### src/hdl/pclc_pkg.sv
// package of constants and types for the pulse count led current control
`default_nettype none
package pclc_pkg;
  localparam int unsigned clk_mhz         = 100;
  // latch and off hold times, microseconds
  localparam int unsigned latch_hold_us   = 500;
  localparam int unsigned off_hold_us     = 500;
  localparam int unsigned latch_hold_cyc  = latch_hold_us * clk_mhz;
  localparam int unsigned off_hold_cyc    = off_hold_us * clk_mhz;
  // soft start and auto-disable test window, microseconds
  localparam int unsigned start_us        = 100;
  localparam int unsigned start_cyc       = start_us * clk_mhz;
  localparam int unsigned test_us         = 10;
  localparam int unsigned test_cyc        = test_us * clk_mhz;
  localparam int unsigned timer_w         = 17;
  localparam logic [4:0]  code_max        = 5'h10;
  localparam logic [4:0]  code_reset      = 5'h00;
  localparam logic [3:0]  level_reset     = 4'h0;
  // sink current per code, units of 10 uA
  localparam logic [10:0] cur_table [16] = '{
    11'h7d0, 11'h6a4, 11'h578, 11'h4b0, 11'h3e8, 11'h35c, 11'h2bc, 11'h258,
    11'h1f4, 11'h1a4, 11'h154, 11'h118, 11'h064, 11'h032, 11'h00a, 11'h005};
  localparam logic [10:0] test_current    = 11'h00a;
  localparam logic [10:0] max_current     = 11'h7d0;

  typedef enum logic [2:0] {
    pclc_off   = 3'b000,
    pclc_start = 3'b001,
    pclc_test  = 3'b010,
    pclc_run   = 3'b011
  } pclc_state_t;

  typedef enum logic [1:0] {
    pclc_pump_1x  = 2'b00,
    pclc_pump_15x = 2'b01,
    pclc_pump_2x  = 2'b10
  } pclc_pump_t;
endpackage : pclc_pkg
`default_nettype wire

### src/hdl/pclc_if.sv
// interface carrying the decoded level from the edge counter
`default_nettype none
interface pclc_if;
  logic       latch;
  logic [3:0] level;
  logic       off;
  modport counter (output latch, output level, output off);
  modport ctrl    (input latch, input level, input off);
endinterface : pclc_if
`default_nettype wire

### src/hdl/pclc_counter.sv
// edge counter with latch and off hold timers on the enable line
`default_nettype none
module pclc_counter #(
  parameter int unsigned latch_cyc = pclc_pkg::latch_hold_cyc,
  parameter int unsigned off_cyc   = pclc_pkg::off_hold_cyc
) (
  input  wire logic  clk,
  input  wire logic  rstn,
  input  wire logic  en_set,
  pclc_if.counter    lnk
);
  logic                        en_q;
  logic [4:0]                  count;
  logic [pclc_pkg::timer_w-1:0] hi_t;
  logic [pclc_pkg::timer_w-1:0] lo_t;
  logic                        is_off;
  logic                        rise;

  assign rise = en_set && !en_q;

  always_ff @(posedge clk or negedge rstn) begin
    if (!rstn) begin
      en_q <= 1'b0;
    end else begin
      en_q <= en_set;
    end
  end

  // high and low hold timers
  always_ff @(posedge clk or negedge rstn) begin
    if (!rstn) begin
      hi_t <= '0;
      lo_t <= '0;
    end else begin
      hi_t <= (en_set && en_q) ? ((hi_t == latch_cyc[pclc_pkg::timer_w-1:0])
              ? hi_t : hi_t + 1'b1) : '0;
      lo_t <= (!en_set && !en_q) ? ((lo_t == off_cyc[pclc_pkg::timer_w-1:0])
              ? lo_t : lo_t + 1'b1) : '0;
    end
  end

  always_ff @(posedge clk or negedge rstn) begin
    if (!rstn) begin
      is_off <= 1'b1;
    end else if (lo_t == off_cyc[pclc_pkg::timer_w-1:0] - 1'b1) begin
      is_off <= 1'b1;
    end else if (rise) begin
      is_off <= 1'b0;
    end
  end

  // count, latch and clear
  always_ff @(posedge clk or negedge rstn) begin
    if (!rstn) begin
      count     <= pclc_pkg::code_reset;
      lnk.latch <= 1'b0;
      lnk.level <= pclc_pkg::level_reset;
    end else begin
      lnk.latch <= 1'b0;
      if (is_off && !en_set && !rise && lo_t != '0) begin
        count <= pclc_pkg::code_reset;
      end else if (rise) begin
        count <= (count == pclc_pkg::code_max) ? count : count + 1'b1;
      end else if (hi_t == latch_cyc[pclc_pkg::timer_w-1:0] - 1'b1
                   && count != '0) begin
        lnk.latch <= 1'b1;
        lnk.level <= 4'(count - 1'b1);
        count     <= pclc_pkg::code_reset;
      end
    end
  end

  assign lnk.off = is_off;
endmodule : pclc_counter
`default_nettype wire

### src/hdl/pclc_top.sv
// led current sink control: sequencing, auto-disable, pump mode, thermal
// Operation
// - rising edges on the enable line are counted into sixteen levels
// - codes 1 to 16 map from 20.0 mA down to 0.05 mA
// - first twelve codes step about 1.5 dB, last four low scale
// - edges counted correctly from 15 kHz up to above 1 MHz
// - after the latch hold time level applies and count clears
// - low past off hold time enters shutdown, sinks and pump off
// - count held at zero while in shutdown
// - after start-up a 100 uA test current flows in each sink
// - sinks failing the test threshold are disabled and kept off
// - pump starts only when a good sink signals near dropout, then stays on in run until over-temperature, else 1x
// - pump starts at 1.5x, steps to 2x on another dropout
// - one level drives all four sinks, at most 20 mA each
// - over-temperature shuts down the charge pump
`default_nettype none
module pclc_top #(
  parameter int unsigned latch_cyc = pclc_pkg::latch_hold_cyc,
  parameter int unsigned off_cyc   = pclc_pkg::off_hold_cyc,
  parameter int unsigned start_cyc = pclc_pkg::start_cyc,
  parameter int unsigned test_cyc  = pclc_pkg::test_cyc
) (
  input  wire logic        clk,
  input  wire logic        rstn,
  input  wire logic        en_set,
  input  wire logic [3:0]  sink_low,
  input  wire logic [3:0]  near_dropout,
  input  wire logic        over_temp,
  output logic [3:0]       sink_enable,
  output logic [10:0]      sink_current,
  output logic             test_active,
  output logic             pump_enable,
  output pclc_pkg::pclc_pump_t pump_mode,
  output logic             active
);
  pclc_if lnk ();
  pclc_pkg::pclc_state_t state;
  pclc_pkg::pclc_state_t next_state;
  logic [pclc_pkg::timer_w-1:0] tmr;
  logic [3:0]  good;
  logic [3:0]  level;
  logic        have_level;
  logic [3:0]  drop_q;
  logic        drop_rise;
  logic        drop_any;

  pclc_counter #(.latch_cyc(latch_cyc), .off_cyc(off_cyc)) u_cnt (
    .clk    (clk),
    .rstn   (rstn),
    .en_set (en_set),
    .lnk    (lnk)
  );

  function automatic logic [10:0] level_current(input logic [3:0] lv);
    logic [10:0] c;
    c = pclc_pkg::cur_table[lv];
    level_current = (c > pclc_pkg::max_current) ? pclc_pkg::max_current : c;
  endfunction : level_current

  // state decodes shared by the outputs, auto-disable and pump
  function automatic logic in_off(input pclc_pkg::pclc_state_t st);
    in_off = (st == pclc_pkg::pclc_off);
  endfunction : in_off

  function automatic logic in_test(input pclc_pkg::pclc_state_t st);
    in_test = (st == pclc_pkg::pclc_test);
  endfunction : in_test

  function automatic logic in_run(input pclc_pkg::pclc_state_t st);
    in_run = (st == pclc_pkg::pclc_run);
  endfunction : in_run

  // phase timer has reached the length of the current phase
  function automatic logic phase_done(
    input logic [pclc_pkg::timer_w-1:0] t,
    input int unsigned                  lim
  );
    phase_done = (t == lim[pclc_pkg::timer_w-1:0]);
  endfunction : phase_done

  always_comb begin
    next_state = state;
    case (state)
      pclc_pkg::pclc_off: begin
        if (lnk.latch) begin
          next_state = pclc_pkg::pclc_start;
        end
      end
      pclc_pkg::pclc_start: begin
        if (phase_done(tmr, start_cyc)) begin
          next_state = pclc_pkg::pclc_test;
        end
      end
      pclc_pkg::pclc_test: begin
        if (phase_done(tmr, test_cyc)) begin
          next_state = pclc_pkg::pclc_run;
        end
      end
      pclc_pkg::pclc_run: begin
        next_state = pclc_pkg::pclc_run;
      end
      default: begin
        next_state = pclc_pkg::pclc_off;
      end
    endcase
    if (lnk.off) begin
      next_state = pclc_pkg::pclc_off;
    end
  end

  always_ff @(posedge clk or negedge rstn) begin
    if (!rstn) begin
      state <= pclc_pkg::pclc_off;
    end else begin
      state <= next_state;
    end
  end

  // phase timer restarts on every change of state
  always_ff @(posedge clk or negedge rstn) begin
    if (!rstn) begin
      tmr <= '0;
    end else if (next_state != state) begin
      tmr <= '0;
    end else begin
      tmr <= tmr + 1'b1;
    end
  end

  // latched level kept until shutdown
  always_ff @(posedge clk or negedge rstn) begin
    if (!rstn) begin
      level      <= pclc_pkg::level_reset;
      have_level <= 1'b0;
    end else if (lnk.off) begin
      have_level <= 1'b0;
    end else if (lnk.latch) begin
      level      <= lnk.level;
      have_level <= 1'b1;
    end
  end

  // auto-disable sampling at end of test window
  always_ff @(posedge clk or negedge rstn) begin
    if (!rstn) begin
      good <= 4'h0;
    end else if (in_off(state)) begin
      good <= 4'h0;
    end else if (in_test(state) && phase_done(tmr, test_cyc)) begin
      good <= sink_low;
    end
  end

  always_ff @(posedge clk or negedge rstn) begin
    if (!rstn) begin
      active <= 1'b0;
    end else begin
      active <= !in_off(state);
    end
  end

  always_ff @(posedge clk or negedge rstn) begin
    if (!rstn) begin
      test_active <= 1'b0;
    end else begin
      test_active <= in_test(state);
    end
  end

  always_ff @(posedge clk or negedge rstn) begin
    if (!rstn) begin
      sink_enable <= 4'h0;
    end else if (in_test(state)) begin
      sink_enable <= 4'hf;
    end else if (in_run(state) && have_level) begin
      sink_enable <= good;
    end else begin
      sink_enable <= 4'h0;
    end
  end

  always_ff @(posedge clk or negedge rstn) begin
    if (!rstn) begin
      sink_current <= 11'h000;
    end else if (in_test(state)) begin
      sink_current <= pclc_pkg::test_current;
    end else if (in_run(state) && have_level) begin
      sink_current <= level_current(level);
    end else begin
      sink_current <= 11'h000;
    end
  end

  // pump mode selection; a dropout already present at run entry counts
  assign drop_any  = |(near_dropout & good);
  assign drop_rise = |(near_dropout & good & ~drop_q);

  always_ff @(posedge clk or negedge rstn) begin
    if (!rstn) begin
      drop_q <= 4'h0;
    end else begin
      drop_q <= near_dropout & good;
    end
  end

  always_ff @(posedge clk or negedge rstn) begin
    if (!rstn) begin
      pump_enable <= 1'b0;
    end else if (!in_run(state) || over_temp) begin
      pump_enable <= 1'b0;
    end else if (drop_any) begin
      pump_enable <= 1'b1;
    end
  end

  always_ff @(posedge clk or negedge rstn) begin
    if (!rstn) begin
      pump_mode <= pclc_pkg::pclc_pump_1x;
    end else if (!in_run(state) || over_temp) begin
      pump_mode <= pclc_pkg::pclc_pump_1x;
    end else if (!pump_enable && drop_any) begin
      pump_mode <= pclc_pkg::pclc_pump_15x;
    end else if (pump_enable && drop_rise) begin
      pump_mode <= pclc_pkg::pclc_pump_2x;
    end
  end
endmodule : pclc_top
`default_nettype wire

### config.mk
export PLATFORM = sky130hd
export DESIGN_NAME = pclc_top
export DESIGN_NICKNAME = d
export VERILOG_FILES = /design/src/hdl/pclc_pkg.sv /design/src/hdl/pclc_if.sv /design/src/hdl/pclc_counter.sv /design/src/hdl/pclc_top.sv
export SDC_FILE = /design/constraint.sdc
export NUM_CORES = 1
export LEC_CHECK = 0
export ABC_AREA = 1
export BUFFER_PORTS_ARGS = -buffer_cell sky130_fd_sc_hd__buf_2
export CAP_MARGIN = 20
export CORE_UTILIZATION = 45
export CTS_BUF_LIST = sky130_fd_sc_hd__clkbuf_8
export DETAILED_ROUTE_END_ITERATION = 10
export GPL_ROUTABILITY_DRIVEN = 0
export GPL_TIMING_DRIVEN = 0
export PLACE_DENSITY_LB_ADDON = 0.25
export SYNTH_ARGS = -nofsm -noshare
export SYNTH_HDL_FRONTEND = slang
export SYNTH_SLANG_ARGS = --single-unit
### constraint.sdc
create_clock -name clk -period 3.9 [get_ports clk]
set_input_delay 0.39 -clock clk [delete_from_list [all_inputs] [get_ports clk]]
set_output_delay 0.39 -clock clk [all_outputs]
set_load 0.01 [all_outputs]
* After elaboration in Yosys (flattened, before gate mapping)
Memory sizes are Yosys's and may differ from the RTL's. Cells that the tools add are included.
Word-level totals: ROM bits 176, memories 1, word-level logic and storage cells 115, register bits 99, input port bits 12
Memories:
- (name not given) | depth 16, width 11, rd ports 1, clocked after Yosys merged registers in 0, write ports 0, line pclc_top.sv:56 | c = pclc_pkg::cur_table[lv];
Operators by class: equality and inequality tests 14, multiplexer cells 35, magnitude comparators 2, reductions and logical operators 32, bitwise gates (word level) 7, add/subtract/negate cells 5
Operators with widths (number):
- $mux W17 | 5
- $eq A17 B16 Y1 const B | 4
- $mux W11 | 5
- $add A17 B1 Y17 const B | 3
- $mux W5 | 4
- $eq A17 B10 Y1 const B | 1
- $eq A17 B14 Y1 const B | 1
- $reduce_bool A17 Y1 | 1
- $mux W4 | 4
- $mux W3 | 4
- $pmux W3 S4 | 1
- $gt A11 B11 Y1 const B | 1
- $logic_and A1 B1 Y1 | 11
- $mux W1 | 9
- $and A4 B4 Y4 | 2
- $reduce_bool A2 Y1 | 4
- $reduce_or A4 Y1 | 2
- $eq A3 B2 Y1 const B | 2
- $logic_not A1 Y1 | 6
- $mux W2 | 3
- $reduce_bool A3 Y1 | 2
- $add A5 B1 Y5 const B | 1
- $eq A5 B5 Y1 const B | 1
- $ge A5 B5 Y1 const B | 1
- other kinds (13) | 17

* Logic depth before layout (Yosys ltp)
word-level depth 8, mapped depth 15, gate-level depth less buffers 14

* Hierarchy
A second synthesis with hierarchy kept.
Second synthesis, totals: cells, all modules 647, area total of the unflattened synthesis 5434.0 sq um
By module, submodules not included:
- pclc_counter | times used 1, seq. area each 1152.4 sq um, area each 2748.9 sq um, cells an instance 350
- pclc_top | times used 1, seq. area each 1326.3 sq um, area each 2685.1 sq um, cells an instance 297

* Worst setup path after synthesis
No wires, ideal clock.
path kind register -> register, start point reg tmr[0] in the netlist's numbering, end point reg tmr[11] in the netlist's numbering, path buffers 1, cell stages (with the launch flop) 15, setup time 0.125 ns, clock period less this slack 1.680 ns, slack 2.220 ns, arrival time 1.555 ns, cell sequence dfrtp_1 -> inv_1 -> ha_1 -> inv_1 -> nor2_1 -> nand2_2 -> nor2_4 -> nand3_4 -> nand3_2 -> nand2_2 -> nand2_1 -> nand2_2 -> nand2_4 -> buf_12 -> nor2_4
On the way: cells in the longest elaborated chain, start to end 6
RTL lines:
- start, declared | line pclc_top.sv:39 | logic [pclc_pkg::timer_w-1:0] tmr;
- start signal, assigned | line pclc_top.sv:126 | tmr <= tmr + 1'b1;
- $eq A17 B10 Y1 or $eq A17 B14 Y1 (tied branches) | line pclc_top.sv:78 | phase_done = (t == lim[pclc_pkg::timer_w-1:0]);
- $mux W3, on equally long branches | line pclc_top.sv:95, pclc_top.sv:90
- $pmux W3 S4 | line pclc_top.sv:83 | case (state)
- $mux W3 | line pclc_top.sv:106 | if (lnk.off) begin
- $ne A3 B3 Y1 | line pclc_top.sv:123 | end else if (next_state != state) begin
- $mux W17 (*) | line pclc_top.sv:123
Mark *: on every way between the ends. The rest lies on a longest branch, timed or not. A chain may end at the register's enable or synchronous reset.

* Worst setup path in the final report
start point reg tmr[0] in the netlist's numbering, end point reg tmr[12] in the netlist's numbering
Same word-level chain as after synthesis.

==> reports/results.txt <==
status: complete, no violations
WL per Instance: 11.9 um
final hold vios: 0
first-pass GRT wire length: 16,400 um
CP Capture Type: register
Tightest Pin Transition: 0.603 ns
post-route cell area: 5600 sq um
Mean Syn Cell Area: 8.37 sq um
initial DRC count: 229
Seq/Total Area, Yosys: 0.489
H-tree depth: 3
detailed-route DRC error count: 0
antenna viol nets, final: 0
relative slew slack: 0.598
NetSw: 445 uW
grt ovf: 0
number of port buffers: 31
most common cell after layout, fill and taps aside: nand2_1
Area Growth Syn to Fin: 10.4%
CP max-delay cell: dfrtp_1
VDD IR max: 0.216 mV
max cap viols: 0
antenna cells: 0
CTS root buffer: clkbuf_8
CTS Buf Count: 9
largest net degree at the start of global routing: 55
worst skew pair latency: 0.38 ns
Die X: 108 um
P_int: 1.33 mW
Post-Syn Area: 5070 sq um
initial antenna violation count: 0
layout cells sized above 1: 0.121
Synth cell types: 39
die area: 11,700 sq um
CTS tree: built
Setup TNS Final: 0 ns
post-layout min period: 1.90 ns
Crit Path Class: register to register
Final period util: 0.487
sequential power share: 0.597
vias per cell: 5.00
# rows: 38
setup bufs post-CTS: 0
initial core utilization: 0.466
Yosys reg bits: 99
Post-Place Worst Slack: 1.98 ns
Worst Path Required: 4.16 ns
CP Max Fanout: 10
Reg clk slew, reported paths: 0.08 ns
Final nets: 677
RSZ-0062 raised after global routing: no
# resized after CTS: 0
Crit path top cell by count: nand2_1
TritonRoute pass-1 iters: 5
# fillers: 1,037
WL final: 9450 um
Worst EP arrival: 2.16 ns
Pins Over Slew Limit: 0
CP peak stage delay: 0.41 ns
Yosys warnings: 0
hold crit path type: primary input to async pin
Lkg Pwr: 2.71 nW
Boundary Pins: 32
CTS sink count: 99
Vias: 3,972
clock power share: 0.327
most frequent cells in the layout: nand2_1 (104), dfrtp_1 (98), inv_1 (95)
Worst setup SP type: register
CP Cell Sequence: inv_1 > ha_1 > inv_1 > nor2_1 > nand2_1 > nor2_1 > nand2_1 > o21bai_1 > nand2_1 > nand2_1 > nand2_2 > nand2_4 > buf_12 > nor2_4
Core ar.: 10,900 sq um
Bufs on Longest Clock Path: 2
final setup fails: 0
Power Density: 317 nW/um^2
GRT Util Overall: 0.178
combinational fraction of design power: 0.076
cells after synthesis: 606
Die H: 108 um
vias in the first global route: 3,771
fmax: 527 MHz
Hold Buf Count CTS: 0
Final Util: 0.514
DP HPWL: 7040 um
Final WS setup: 2.00 ns
placed inst area: 5430 sq um
worst-case clock skew: 0.0109 ns
switch share: 0.251
Net Count, Synth: 634
[per-stage QoR]
step           total power [mW]  hold slack (ns)  std cells
6_report                   1.78           0.0221        794
5_1_grt                    1.88           0.0563        794
4_1_cts                    1.81           0.0296        794
3_5_place_dp               1.22            0.444        778
3_3_place_gp               1.21            0.473        777
2_1_floorplan              1.17           0.0944        606
[layout make-up]
type	count	area [sq um]	share of cell area
inverters	95	357	0.0637
multi-input cells	407	2200	0.393
flip-flops and latches	99	2480	0.443
clock inverters	6	27.5	0.00492
repair buffers	32	185	0.0331
plain buffers	5	36.3	0.00648
clock buffers	10	138	0.0246
well taps	140	175	0.0313
[sequential cells by signal, indices dropped and copies added (netlist names)]
register	cells
pump_mode	2
drop_q	4
u_cnt.hi_t	17
tmr	17
test_active	1
sink_enable	4
u_cnt.lnk.latch	1
pump_enable	1
state	3
sink_current	11
have_level	1
u_cnt.lo_t	17
u_cnt.lnk.level	4
u_cnt.count	5
active	1
u_cnt.lnk.off	1
u_cnt.en_q	1
good	4
level	4
[critical path: cells and delay by family, from the launching register on]
| family | cells | cell delay (ns) |
|---|---|---|
| simple gates | 9 | 0.75 |
| flops | 1 | 0.41 |
| buf+inv | 3 | 0.31 |
| fa+ha+maj | 1 | 0.16 |
| compound gates | 1 | 0.14 |
[cells in the mapped netlist]
cell type,instances,share of area
nor2_4,12,0.027
and3_1,1,0.0012
a2bb2oi_1,1,0.0017
nor3_4,1,0.0032
o21bai_1,1,0.0015
o21ai_0,43,0.042
nor3_2,3,0.0059
nor4_1,4,0.0049
conb_1,1,0.00074
o22ai_1,4,0.0049
xnor2_1,4,0.0069
nand2_1,104,0.077
or2_2,2,0.0025
nand3_2,1,0.0020
o31ai_1,1,0.0015
a31oi_1,2,0.0025
o21a_1,1,0.0015
inv_2,3,0.0022
clkbuf_1,3,0.0022
nor3b_1,1,0.0015
nand2_2,5,0.0062
a21oi_1,33,0.033
nor3_1,16,0.016
nand3_4,2,0.0069
clkinv_1,1,0.00074
nor2_1,78,0.058
xor2_1,16,0.028
buf_2,1,0.00099
dfrtp_1,98,0.48
ha_1,16,0.039
o21ai_1,4,0.0039
nand3_1,32,0.032
dfstp_2,1,0.0052
nand2_4,1,0.0022
inv_1,91,0.067
nand4_1,14,0.017
nor2_2,2,0.0025
o32ai_1,1,0.0017
buf_12,1,0.0039
[logic make-up after synthesis]
logic type | Yosys count | share of synthesized area
simple gates | 279 | 0.265
compound gates | 91 | 0.0942
buf+inv | 100 | 0.0775
flops | 99 | 0.489
xor+xnor | 20 | 0.0345
other cells | 1 | 0.000739
fa+ha+maj | 16 | 0.0395
[power groups by stage]
stage	clock, mW	sequential [mW]	combinational (mW)
4_1_cts	0.608	1.06	0.139
5_1_grt	0.653	1.06	0.160
3_5_place_dp	0	1.08	0.138
3_3_place_gp	0	1.08	0.132
2_1_floorplan	0	1.08	0.0877
6_report	0.580	1.06	0.136
[per-layer routing]
| layer | share of wire | GRT usage | wire length, um |
|---|---|---|---|
| met5 | 0 | 0 | 0 |
| met4 | 0.019 | 0.0773 | 181 |
| met1 | 0.48 | 0.226 | 4580 |
| met3 | 0.046 | 0.0440 | 434 |
| met2 | 0.45 | 0.288 | 4260 |
[worst paths after layout]
| kind | start | end | slack (ns) | cells past startpoint |
|---|---|---|---|---|
| setup / recovery | tmr[0]$_DFF_PN0_ | tmr[12]$_DFF_PN0_ | 2.00 | 14 |
| setup reg to reg | tmr[0]$_DFF_PN0_ | tmr[12]$_DFF_PN0_ | 2.00 | 14 |
| max in group asynchronous | rstn | sink_current[5]$_DFF_PN0_ | 3.23 | 2 |
| min in group clk | en_set | u_cnt.en_q$_DFF_PN0_ | 0.20 | 1 |
| hold reg to reg | tmr[0]$_DFF_PN0_ | tmr[0]$_DFF_PN0_ | 0.49 | 1 |
| hold / removal | rstn | tmr[11]$_DFF_PN0_ | 0.02 | 1 |
No activity file was read; power rests on OpenSTA's default activity.
